<file path="config.mk">
export PLATFORM = sky130hd
export DESIGN_NAME = lasr_regs
export DESIGN_NICKNAME = d
export VERILOG_FILES = /design/src/verilog/lasr_pkg.sv /design/src/verilog/lasr_lane_stat.sv /design/src/verilog/lasr_regs.sv
export SDC_FILE = /design/constraint.sdc
export NUM_CORES = 1
export LEC_CHECK = 0
export ABC_AREA = 0
export ABC_CLOCK_PERIOD_IN_PS = 3790
export BUFFER_PORTS_ARGS = -buffer_cell sky130_fd_sc_hd__clkbuf_2
export CAP_MARGIN = 30
export CORE_MARGIN = 4
export CORE_UTILIZATION = 25
export CTS_CLUSTER_SIZE = 20
export DETAILED_ROUTE_END_ITERATION = 8
export PLACE_DENSITY = 0.4
export SYNTH_ARGS = -nofsm -noshare
export SYNTH_HDL_FRONTEND = slang
export SYNTH_SLANG_ARGS = --single-unit
</file>
<file path="constraint.sdc">
create_clock -name CORE_CLK_I -period 3.79 [get_ports CORE_CLK_I]
set_input_delay 0.379 -clock CORE_CLK_I [delete_from_list [all_inputs] [get_ports CORE_CLK_I]]
set_output_delay 0.379 -clock CORE_CLK_I [all_outputs]
set_load 0.01 [all_outputs]
</file>
<file path="src/verilog/lasr_pkg.sv">
package lasr_pkg;

	localparam int LASR_NUM_LANES = 3;
	localparam int LASR_REG_W = 16;
	localparam int LASR_ADDR_W = 12;
	localparam int LASR_ERR_W = 8;

	// register word indices; the byte address is four times the index
	localparam logic [9:0] LASR_IDX_LANE3 = 10'h067;
	localparam logic [9:0] LASR_IDX_LANE4 = 10'h068;
	localparam logic [9:0] LASR_IDX_LANE5 = 10'h069;
	localparam logic [9:0] LASR_IDX_MASK_BASE = 10'h080;

	// status field positions
	localparam int LASR_ERR_LSB = 8;
	localparam int LASR_BIT_MF_ALIGN = 15;
	localparam int LASR_BIT_FR_ALIGN = 14;
	localparam int LASR_BIT_LINK_CFG = 13;
	localparam int LASR_BIT_EB_OVF = 12;
	localparam int LASR_BIT_EB_MATCH = 11;
	localparam int LASR_BIT_CODE_SYNC = 10;
	localparam int LASR_BIT_NOT_TABLE = 9;
	localparam int LASR_BIT_DISP = 8;
	localparam int LASR_RSV_MSB = 7;
	localparam int LASR_RSV_LSB = 4;
	localparam int LASR_BIT_WR_ERR = 3;
	localparam int LASR_BIT_FULL = 2;
	localparam int LASR_BIT_RD_ERR = 1;
	localparam int LASR_BIT_EMPTY = 0;

	localparam logic [15:0] LASR_STAT_RST = 16'h0000;
	localparam logic [15:0] LASR_MASK_RST = 16'h0000;
	localparam logic [31:0] LASR_RDATA_RST = 32'h0000_0000;

	// ahb transfer types and response
	localparam logic [1:0] LASR_HTRANS_IDLE = 2'h0;
	localparam logic [1:0] LASR_HTRANS_NONSEQ = 2'h2;
	localparam logic LASR_HRESP_OKAY = 1'b0;

	// one lane's detector outputs; lane_err bit 7 is multiframe alignment, bit 0 disparity
	typedef struct packed {
		logic [7:0] lane_err;
		logic fifo_wr_req;
		logic fifo_rd_req;
		logic fifo_full;
		logic fifo_empty;
	} lasr_lane_evt_t;

endpackage

</file>
<file path="src/verilog/lasr_lane_stat.sv">
`timescale 1ns/100ps
module lasr_lane_stat
	import lasr_pkg::*;
(
	input wire logic clk_i,
	input wire logic rst_n_i,
	input wire lasr_lane_evt_t evt_i,
	input wire logic [15:0] clr_i,
	output logic [15:0] stat_o,
	output logic [15:0] set_o
);

	logic [15:0] stat_ff;
	logic [15:0] nxt_stat;
	logic [15:0] set_v;

	always_comb begin
		set_v = LASR_STAT_RST;
		set_v[LASR_BIT_MF_ALIGN:LASR_ERR_LSB] = evt_i.lane_err;
		set_v[LASR_BIT_WR_ERR] = evt_i.fifo_wr_req & evt_i.fifo_full;
		set_v[LASR_BIT_FULL] = evt_i.fifo_full;
		set_v[LASR_BIT_RD_ERR] = evt_i.fifo_rd_req & evt_i.fifo_empty;
		set_v[LASR_BIT_EMPTY] = evt_i.fifo_empty;
	end

	// set wins over a clear in the same cycle so no event is lost
	assign nxt_stat = (stat_ff & ~clr_i) | set_v;

	always_ff @(posedge clk_i or negedge rst_n_i) begin
		if (!rst_n_i) begin
			stat_ff <= LASR_STAT_RST;
		end else begin
			stat_ff <= nxt_stat;
		end
	end

	assign stat_o = stat_ff;
	assign set_o = set_v;

endmodule // lasr_lane_stat

</file>
<file path="src/verilog/lasr_regs.sv">
// Local design decision: register access over AHB-Lite.
`timescale 1ns/100ps
module lasr_regs
	import lasr_pkg::*;
(
	input wire logic CORE_CLK_I,
	input wire logic RST_N_I,
	input wire logic HSEL_I,
	input wire logic [11:0] HADDR_I,
	input wire logic [1:0] HTRANS_I,
	input wire logic HWRITE_I,
	input wire logic [2:0] HSIZE_I,
	input wire logic [31:0] HWDATA_I,
	input wire logic HREADY_I,
	output logic HREADYOUT_O,
	output logic HRESP_O,
	output logic [31:0] HRDATA_O,
	input wire lasr_lane_evt_t [2:0] LANE_EVT_I,
	output logic IRQ_O
);

	logic [15:0] stat [LASR_NUM_LANES];
	logic [15:0] set_v [LASR_NUM_LANES];
	logic [15:0] clr [LASR_NUM_LANES];
	logic [15:0] keep [LASR_NUM_LANES];
	logic [15:0] drop [LASR_NUM_LANES];
	logic [15:0] mask_ff [LASR_NUM_LANES];
	logic [LASR_NUM_LANES-1:0] lane_irq;
	logic [LASR_NUM_LANES-1:0] rd_stat_hit;
	logic [LASR_NUM_LANES-1:0] wr_stat_hit;
	logic [LASR_NUM_LANES-1:0] wr_mask_hit;
	logic [LASR_NUM_LANES-1:0] ap_stat_hit;
	logic [LASR_NUM_LANES-1:0] ap_mask_hit;
	logic [9:0] ap_idx;
	logic ap_take;
	logic ap_read;
	logic wr_pend_ff;
	logic [9:0] wr_idx_ff;
	logic [31:0] hrdata_ff;
	logic [31:0] nxt_hrdata;
	logic irq_ff;

	// address phase; the size is not checked, only whole-word transfers are supported
	assign ap_take = HSEL_I & HTRANS_I[1] & HREADY_I;
	assign ap_read = ap_take & ~HWRITE_I;
	assign ap_idx = HADDR_I[11:2];

	// no wait states and no error answers: every access completes with OKAY
	assign HREADYOUT_O = 1'b1;
	assign HRESP_O = LASR_HRESP_OKAY;

	always_ff @(posedge CORE_CLK_I or negedge RST_N_I) begin
		if (!RST_N_I) begin
			wr_pend_ff <= 1'b0;
			wr_idx_ff <= '0;
		end else begin
			wr_pend_ff <= ap_take & HWRITE_I;
			if (ap_take) begin
				wr_idx_ff <= ap_idx;
			end
		end
	end

	genvar lane;
	generate
		for (lane = 0; lane < LASR_NUM_LANES; lane++) begin : g_lane
			// lanes 3..5 occupy consecutive word indices
			assign ap_stat_hit[lane] = (ap_idx == LASR_IDX_LANE3 + 10'(lane));
			assign ap_mask_hit[lane] = (ap_idx == LASR_IDX_MASK_BASE + 10'(lane));
			assign wr_stat_hit[lane] = wr_pend_ff & (wr_idx_ff == LASR_IDX_LANE3 + 10'(lane));
			assign wr_mask_hit[lane] = wr_pend_ff & (wr_idx_ff == LASR_IDX_MASK_BASE + 10'(lane));
			assign rd_stat_hit[lane] = ap_read & ap_stat_hit[lane];

			// write-one-to-clear; reserved bits never hold anything
			assign clr[lane] = wr_stat_hit[lane] ? HWDATA_I[15:0] : LASR_STAT_RST;

			lasr_lane_stat u_stat (
				.clk_i(CORE_CLK_I),
				.rst_n_i(RST_N_I),
				.evt_i(LANE_EVT_I[lane]),
				.clr_i(clr[lane]),
				.stat_o(stat[lane]),
				.set_o(set_v[lane])
			);

			always_ff @(posedge CORE_CLK_I or negedge RST_N_I) begin
				if (!RST_N_I) begin
					mask_ff[lane] <= LASR_MASK_RST;
				end else if (wr_mask_hit[lane]) begin
					mask_ff[lane] <= HWDATA_I[15:0];
				end
			end

			assign lane_irq[lane] = |(stat[lane] & mask_ff[lane]);
			assign keep[lane] = stat[lane] & ~clr[lane];
			assign drop[lane] = clr[lane] & ~set_v[lane];

			chk_mf_align_set: assert property (@(posedge CORE_CLK_I) disable iff (!RST_N_I)
				LANE_EVT_I[lane].lane_err[7] |=> stat[lane][LASR_BIT_MF_ALIGN])
				else $error("multiframe alignment error not latched");

			chk_fr_align_set: assert property (@(posedge CORE_CLK_I) disable iff (!RST_N_I)
				LANE_EVT_I[lane].lane_err[6] |=> stat[lane][LASR_BIT_FR_ALIGN])
				else $error("frame alignment error not latched");

			chk_link_cfg_set: assert property (@(posedge CORE_CLK_I) disable iff (!RST_N_I)
				LANE_EVT_I[lane].lane_err[5] |=> stat[lane][LASR_BIT_LINK_CFG])
				else $error("link configuration error not latched");

			chk_eb_ovf_set: assert property (@(posedge CORE_CLK_I) disable iff (!RST_N_I)
				LANE_EVT_I[lane].lane_err[4] |=> stat[lane][LASR_BIT_EB_OVF])
				else $error("elastic buffer overflow not latched");

			chk_eb_match_set: assert property (@(posedge CORE_CLK_I) disable iff (!RST_N_I)
				LANE_EVT_I[lane].lane_err[3] |=> stat[lane][LASR_BIT_EB_MATCH])
				else $error("elastic buffer match error not latched");

			chk_code_sync_set: assert property (@(posedge CORE_CLK_I) disable iff (!RST_N_I)
				LANE_EVT_I[lane].lane_err[2] |=> stat[lane][LASR_BIT_CODE_SYNC])
				else $error("code sync error not latched");

			chk_not_table_set: assert property (@(posedge CORE_CLK_I) disable iff (!RST_N_I)
				LANE_EVT_I[lane].lane_err[1] |=> stat[lane][LASR_BIT_NOT_TABLE])
				else $error("not-in-table error not latched");

			chk_disparity_set: assert property (@(posedge CORE_CLK_I) disable iff (!RST_N_I)
				LANE_EVT_I[lane].lane_err[0] |=> stat[lane][LASR_BIT_DISP])
				else $error("disparity error not latched");

			chk_fifo_wr_err: assert property (@(posedge CORE_CLK_I) disable iff (!RST_N_I)
				LANE_EVT_I[lane].fifo_wr_req && LANE_EVT_I[lane].fifo_full
				|=> stat[lane][LASR_BIT_WR_ERR] && stat[lane][LASR_BIT_FULL])
				else $error("fifo write error not latched");

			chk_fifo_wr_cause: assert property (@(posedge CORE_CLK_I) disable iff (!RST_N_I)
				$rose(stat[lane][LASR_BIT_WR_ERR])
				|-> $past(LANE_EVT_I[lane].fifo_wr_req) && $past(LANE_EVT_I[lane].fifo_full))
				else $error("fifo write error raised without cause");

			chk_fifo_full: assert property (@(posedge CORE_CLK_I) disable iff (!RST_N_I)
				LANE_EVT_I[lane].fifo_full |=> stat[lane][LASR_BIT_FULL])
				else $error("fifo full not shown");

			chk_fifo_rd_err: assert property (@(posedge CORE_CLK_I) disable iff (!RST_N_I)
				LANE_EVT_I[lane].fifo_rd_req && LANE_EVT_I[lane].fifo_empty
				|=> stat[lane][LASR_BIT_RD_ERR] && stat[lane][LASR_BIT_EMPTY])
				else $error("fifo read error not latched");

			chk_fifo_rd_cause: assert property (@(posedge CORE_CLK_I) disable iff (!RST_N_I)
				$rose(stat[lane][LASR_BIT_RD_ERR])
				|-> $past(LANE_EVT_I[lane].fifo_rd_req) && $past(LANE_EVT_I[lane].fifo_empty))
				else $error("fifo read error raised without cause");

			chk_fifo_empty: assert property (@(posedge CORE_CLK_I) disable iff (!RST_N_I)
				LANE_EVT_I[lane].fifo_empty |=> stat[lane][LASR_BIT_EMPTY])
				else $error("fifo empty not shown");

			chk_rsv_zero: assert property (@(posedge CORE_CLK_I) disable iff (!RST_N_I)
				stat[lane][LASR_RSV_MSB:LASR_RSV_LSB] == 4'h0)
				else $error("reserved status bits not zero");

			chk_reset_zero: assert property (@(posedge CORE_CLK_I) disable iff (!RST_N_I)
				!$past(RST_N_I) |-> stat[lane] == LASR_STAT_RST && mask_ff[lane] == LASR_MASK_RST)
				else $error("register not zero after reset");

			chk_sticky_hold: assert property (@(posedge CORE_CLK_I) disable iff (!RST_N_I)
				1'b1 |=> (stat[lane] & $past(keep[lane])) == $past(keep[lane]))
				else $error("status bit dropped without a clear");

			chk_clear_takes: assert property (@(posedge CORE_CLK_I) disable iff (!RST_N_I)
				drop[lane] != 16'h0000 |=> (stat[lane] & $past(drop[lane])) == 16'h0000)
				else $error("write one did not clear status bit");

			chk_set_wins: assert property (@(posedge CORE_CLK_I) disable iff (!RST_N_I)
				1'b1 |=> (stat[lane] & $past(set_v[lane])) == $past(set_v[lane]))
				else $error("event lost against a clear");

			chk_no_spurious: assert property (@(posedge CORE_CLK_I) disable iff (!RST_N_I)
				1'b1 |=> (stat[lane] & ~($past(stat[lane]) | $past(set_v[lane]))) == 16'h0000)
				else $error("status bit raised without its own lane event");

			chk_lane_read: assert property (@(posedge CORE_CLK_I) disable iff (!RST_N_I)
				rd_stat_hit[lane] |=> HRDATA_O == {16'h0000, $past(stat[lane])})
				else $error("read data not the addressed lane status");

			chk_mask_read: assert property (@(posedge CORE_CLK_I) disable iff (!RST_N_I)
				ap_read && ap_mask_hit[lane] |=> HRDATA_O == {16'h0000, $past(mask_ff[lane])})
				else $error("read data not the addressed mask");

			// a bit may rise only one cycle after its own condition, never from a stray clear
			chk_mf_align_cause: assert property (@(posedge CORE_CLK_I) disable iff (!RST_N_I)
				$rose(stat[lane][LASR_BIT_MF_ALIGN]) |-> $past(LANE_EVT_I[lane].lane_err[7]))
				else $error("multiframe alignment bit raised without cause");

			chk_fr_align_cause: assert property (@(posedge CORE_CLK_I) disable iff (!RST_N_I)
				$rose(stat[lane][LASR_BIT_FR_ALIGN]) |-> $past(LANE_EVT_I[lane].lane_err[6]))
				else $error("frame alignment bit raised without cause");

			chk_link_cfg_cause: assert property (@(posedge CORE_CLK_I) disable iff (!RST_N_I)
				$rose(stat[lane][LASR_BIT_LINK_CFG]) |-> $past(LANE_EVT_I[lane].lane_err[5]))
				else $error("link configuration bit raised without cause");

			chk_eb_ovf_cause: assert property (@(posedge CORE_CLK_I) disable iff (!RST_N_I)
				$rose(stat[lane][LASR_BIT_EB_OVF]) |-> $past(LANE_EVT_I[lane].lane_err[4]))
				else $error("elastic buffer overflow bit raised without cause");

			chk_eb_match_cause: assert property (@(posedge CORE_CLK_I) disable iff (!RST_N_I)
				$rose(stat[lane][LASR_BIT_EB_MATCH]) |-> $past(LANE_EVT_I[lane].lane_err[3]))
				else $error("elastic buffer match bit raised without cause");

			chk_code_sync_cause: assert property (@(posedge CORE_CLK_I) disable iff (!RST_N_I)
				$rose(stat[lane][LASR_BIT_CODE_SYNC]) |-> $past(LANE_EVT_I[lane].lane_err[2]))
				else $error("code sync bit raised without cause");

			chk_not_table_cause: assert property (@(posedge CORE_CLK_I) disable iff (!RST_N_I)
				$rose(stat[lane][LASR_BIT_NOT_TABLE]) |-> $past(LANE_EVT_I[lane].lane_err[1]))
				else $error("not-in-table bit raised without cause");

			chk_disparity_cause: assert property (@(posedge CORE_CLK_I) disable iff (!RST_N_I)
				$rose(stat[lane][LASR_BIT_DISP]) |-> $past(LANE_EVT_I[lane].lane_err[0]))
				else $error("disparity bit raised without cause");

			chk_full_cause: assert property (@(posedge CORE_CLK_I) disable iff (!RST_N_I)
				$rose(stat[lane][LASR_BIT_FULL]) |-> $past(LANE_EVT_I[lane].fifo_full))
				else $error("fifo full bit raised without cause");

			chk_empty_cause: assert property (@(posedge CORE_CLK_I) disable iff (!RST_N_I)
				$rose(stat[lane][LASR_BIT_EMPTY]) |-> $past(LANE_EVT_I[lane].fifo_empty))
				else $error("fifo empty bit raised without cause");

			chk_full_drops: assert property (@(posedge CORE_CLK_I) disable iff (!RST_N_I)
				wr_stat_hit[lane] && HWDATA_I[LASR_BIT_FULL] && !LANE_EVT_I[lane].fifo_full
				|=> !stat[lane][LASR_BIT_FULL])
				else $error("fifo full bit kept after clear with fifo not full");

			chk_empty_drops: assert property (@(posedge CORE_CLK_I) disable iff (!RST_N_I)
				wr_stat_hit[lane] && HWDATA_I[LASR_BIT_EMPTY] && !LANE_EVT_I[lane].fifo_empty
				|=> !stat[lane][LASR_BIT_EMPTY])
				else $error("fifo empty bit kept after clear with fifo not empty");

			chk_read_keeps: assert property (@(posedge CORE_CLK_I) disable iff (!RST_N_I)
				rd_stat_hit[lane] && !wr_stat_hit[lane]
				|=> (stat[lane] & $past(stat[lane])) == $past(stat[lane]))
				else $error("status read cleared a bit");

			chk_zero_wr_keeps: assert property (@(posedge CORE_CLK_I) disable iff (!RST_N_I)
				wr_stat_hit[lane] && HWDATA_I[15:0] == 16'h0000
				|=> stat[lane] == ($past(stat[lane]) | $past(set_v[lane])))
				else $error("zero write changed a status bit");

			chk_other_wr_keeps: assert property (@(posedge CORE_CLK_I) disable iff (!RST_N_I)
				wr_pend_ff && wr_idx_ff != LASR_IDX_LANE3 + 10'(lane)
				|=> (stat[lane] & $past(stat[lane])) == $past(stat[lane]))
				else $error("write to another address cleared this lane");

			chk_mask_load: assert property (@(posedge CORE_CLK_I) disable iff (!RST_N_I)
				wr_mask_hit[lane] |=> mask_ff[lane] == $past(HWDATA_I[15:0]))
				else $error("mask write not applied");

			chk_mask_hold: assert property (@(posedge CORE_CLK_I) disable iff (!RST_N_I)
				!wr_mask_hit[lane] |=> $stable(mask_ff[lane]))
				else $error("mask changed without a write");
		end
	endgenerate

	// read data are a snapshot taken at the address phase; unmapped words read zero
	always_comb begin
		nxt_hrdata = LASR_RDATA_RST;
		for (int i = 0; i < LASR_NUM_LANES; i++) begin
			if (ap_stat_hit[i]) begin
				nxt_hrdata = {16'h0000, stat[i]};
			end
			if (ap_mask_hit[i]) begin
				nxt_hrdata = {16'h0000, mask_ff[i]};
			end
		end
	end

	always_ff @(posedge CORE_CLK_I or negedge RST_N_I) begin
		if (!RST_N_I) begin
			hrdata_ff <= LASR_RDATA_RST;
		end else if (ap_read) begin
			hrdata_ff <= nxt_hrdata;
		end
	end

	assign HRDATA_O = hrdata_ff;

	// registered so the interrupt line never glitches on a clear
	always_ff @(posedge CORE_CLK_I or negedge RST_N_I) begin
		if (!RST_N_I) begin
			irq_ff <= 1'b0;
		end else begin
			irq_ff <= |lane_irq;
		end
	end

	assign IRQ_O = irq_ff;

	chk_irq_level: assert property (@(posedge CORE_CLK_I) disable iff (!RST_N_I)
		|lane_irq |=> IRQ_O)
		else $error("interrupt not raised for unmasked status");

	chk_irq_quiet: assert property (@(posedge CORE_CLK_I) disable iff (!RST_N_I)
		!(|lane_irq) |=> !IRQ_O)
		else $error("interrupt raised with nothing unmasked");

	chk_unmapped_zero: assert property (@(posedge CORE_CLK_I) disable iff (!RST_N_I)
		ap_read && !(|ap_stat_hit) && !(|ap_mask_hit) |=> HRDATA_O == LASR_RDATA_RST)
		else $error("unmapped read not zero");

	chk_bus_okay: assert property (@(posedge CORE_CLK_I) disable iff (!RST_N_I)
		HREADYOUT_O && HRESP_O == LASR_HRESP_OKAY)
		else $error("slave stalled or answered with an error");

	chk_reset_outputs: assert property (@(posedge CORE_CLK_I) disable iff (!RST_N_I)
		!$past(RST_N_I) |-> HRDATA_O == LASR_RDATA_RST && !IRQ_O)
		else $error("read data or interrupt not zero after reset");

	chk_read_hold: assert property (@(posedge CORE_CLK_I) disable iff (!RST_N_I)
		!ap_read |=> $stable(HRDATA_O))
		else $error("read data changed without a read");

	chk_rdata_upper: assert property (@(posedge CORE_CLK_I) disable iff (!RST_N_I)
		HRDATA_O[31:16] == 16'h0000)
		else $error("upper read data bits not zero");

endmodule // lasr_regs

</file>
==> results.md <==
- Maximum vdd drop: between 0.2 and 0.25 mV
- RR Endpoint: mask_ff[6]
- # rows: between 50 and 60
- Via-to-Cell Ratio: 5.15
- DR vias: 4,773
- Max Cap Viol: 0
- CTS Root Cell: clkbuf_16
- Total GRT Usage: 16.3%
- Max Freq: 400 MHz
- Clock power share: 48.9%
- Die area: 26,100 um2
- Post-route setup TNS: 0 ps
- Post-CTS sizing: 0
- Ordered list of cells on the worst path: or4b_1, or4_1, nor3b_4, buf_4, mux2_2
- Setup-failing EPs final: 0
- Cell Area, Synth: 5900 um2
- Post-DP HPWL: between 10,000 and 15,000 um
- Pleak: roughly 3.1 nW
- I/O pin cnt: 125
- Routed WL: roughly 21,000 um
- CP max stage delay: 560 ps
- P_sw: 0.830 mW
- Top-area cell type share of the netlist area: 52.6%
- DIE WIDTH: 162 um
- Initial Utilization: 25.8%
- Fraction of the yosys area taken by sequential cells: 52.6%
- Outcome: finished, final reports clean
- Post-synth ARST share: 100%
- Unrepaired setup endpoints after global routing: false
- Syn Inst Count: 510
- Slew headroom: between 40% and 50%
- Yosys top cell by area: dfrtp_1
- Seq cells post-synth: 124
- Worst path buffer plus inverter count: 1
- Layout cell share with drive strength beyond 1: 33.2%
- First-pass GRT wire length: 31,900 um
- Number of warnings issued by yosys: 0
- Largest net degree at the start of global routing: 60
- WL/cell: 22.7 um
- H-tree levels: 4
- Layout area overhead: 24.1%
- CTS tree: built
- Min Hold Slack: 44.8 ps
- CP arrival: roughly 2800 ps
- DR pass1 iterations: 5
- Number of port buffers: 84
- Vias in the first global route: 5,081
- # nets final: 692
- Gr ovfl total: 0
- Initial antenna violation count: 0
- Ant diodes: 0
- Worst-Skew Late Latency: roughly 420 ps
- Post-CTS Repair Setup Buffers: 0
- Net Sw Frac: 24.2%
- Crit. End Element: flop
- P per Cell Area: 468 nW/um2
- CP max-delay cell: or4_1
- Starting DRT DRC Count: 327
- CP Class: reg2reg
- Top delay family on crit path: simple AND/OR/NAND/NOR gates
- Max FO, Critical Path: 16
- Hold_buf cts: 0
- Worst-margin pin slew: 862 ps
- Tmin final: 2500 ps
- Core box area: 22,900 um2
- Synth unique cells: 44
- Skew final: ~11 ps
- Seq pwr share: 42.3%
- FF-to-FF setup slack: roughly 1300 ps
- Placer Congestion: approximately 0.81
- Worst setup SP type: flop
- Post-synth EDFFs: 0
- Final hold vios: 0
- Syn Area/Cell: between 10 and 15 um2
- P_int: 2.60 mW
- Num CTS Buffers: 17
- Antenna Violating Nets Remaining: 0
- CTS Sinks: roughly 120
- Worst Hold Class: in2async
- Combinational Power Share: 8.8%
- Period utilization: about two thirds
- Clock Pin Slew Worst Setup and Hold Paths: 60 ps
- Reg-to-Reg Start: wr_idx_ff[4]
- Critical Path RT: 4100 ps
- Residual DRC: 0
- Max clock buf depth: 2
- Reg2Reg Depth: 5
- Final Max Tran Viols: 0
- Die Span Y: between 150 and 200 um
- Most used DFF post-synth: dfrtp_1
- Top post-synthesis cells by area: dfrtp_1, mux2_2, a22o_1
==> state kept, by name (all words and copies together) (netlist names) <==
name and cells:
HRDATA_O 16, mask_ff 48, IRQ_O 1, g_lane.u_stat.stat_o 48, wr_pend_ff 1, wr_idx_ff 10
==> final cells by class <==
type                       count  area (um2)
multi-input combinational    354        2620
timing repair buffer         103         593
inverter                       2        7.51
clock buffer                  21         470
fill                        2364       15600
tap                          313         392
clock inverter                10         140
sequential                   124        3100
==> kinds of logic (layout without fill, tap and decap cells) <==
group / after synthesis / in the layout / synth area share, %
muxes: 61 / 61 / 11.6
DFF: 124 / 124 / 52.6
AOI/OAI and AO/OA: 186 / 186 / 23.0
other: 2 / 18 / 0.127
and+or+nand+nor: 89 / 89 / 7.95
buffers and inverters: 48 / 136 / 4.71
==> power by group through the flow <==
| stage | Sequential, mW | Clock [mW] | Combinational [mW] |
|---|---|---|---|
| 3_5_place_dp | 1.48 | 0 | 0.306 |
| 3_3_place_gp | 1.47 | 0 | 0.303 |
| 5_1_grt | 1.46 | 1.77 | 0.334 |
| 4_1_cts | 1.45 | 1.71 | 0.307 |
| 6_report | 1.45 | 1.68 | 0.302 |
| 2_1_floorplan | 1.47 | 0 | 0.135 |
==> cell usage after synthesis (5+ instances only) <==
cell type	number
nor2_1	9
a22o_1	28
clkbuf_1	17
o211ai_1	13
dfrtp_1	124
o2bb2ai_1	13
a21oi_1	36
a21boi_0	12
o21ai_0	7
buf_4	19
mux2_2	61
a21o_1	30
a221oi_1	10
nor3_1	6
nand2_1	40
o22ai_1	13
buf_2	6
a32oi_1	13
nand4_1	5
==> placed cells by master (no fill, tap or decap), drive strengths merged, types with 2 or more instances in the layout <==
master / instances
dfrtp: 124
clkbuf: 104
mux2: 61
nand2: 40
a21oi: 36
a21o: 30
a22o: 28
buf: 20
conb: 18
a32oi: 13
o2bb2ai: 13
o211ai: 13
o22ai: 13
a21boi: 12
a221oi: 10
nor2: 10
o21ai: 7
nor3: 7
clkinvlp: 6
nand4: 5
nand2b: 4
nor2b: 4
a22oi: 4
nand3: 4
or4: 3
and2: 3
a2bb2oi: 3
o32ai: 3
bufinv: 3
inv: 2
==> layer usage <==
metal	vias to the layer above	track usage (%)	wire length [um]
li1	2097	-	-
met5	-	0	0
met1	2469	21.3	9430
met3	32	3.60	1140
met4	0	5.81	490
met2	175	26.6	9980
==> through the flow <==
step	power (mW)	setup slack (ps)	utilization [%]	std cells	cell area [um2]
after floorplan	1.61	1450	-	526	5960
after global placement	1.78	1220	29.1	894	6680
after detailed placement	1.78	1210	29.3	896	6720
after CTS	3.47	1270	32.0	927	7330
after global routing	3.57	1200	32.0	927	7330
final	3.43	1290	32.0	927	7330
==> worst max path at each step <==
stage | cells after the start | end | from | slack [ps]
after floorplan | 6 | mask_ff[10] | wr_idx_ff[4] | 1450
after global placement | 7 | HRDATA_O[11] | HADDR_I[6] | 1220
after detailed placement | 7 | HRDATA_O[11] | HADDR_I[8] | 1210
after CTS | 5 | mask_ff[6] | wr_idx_ff[4] | 1270
after global routing | 5 | mask_ff[14] | wr_idx_ff[4] | 1200
final | 5 | mask_ff[6] | wr_idx_ff[4] | 1290
==> worst register-to-register path, stage by stage (launching register included) <==
cell and delay (ps):
dfrtp_1 380, or4b_1 530, or4_1 560, nor3b_4 210, buf_4 330, mux2_2 390
(Power assumes the default switching activity.)
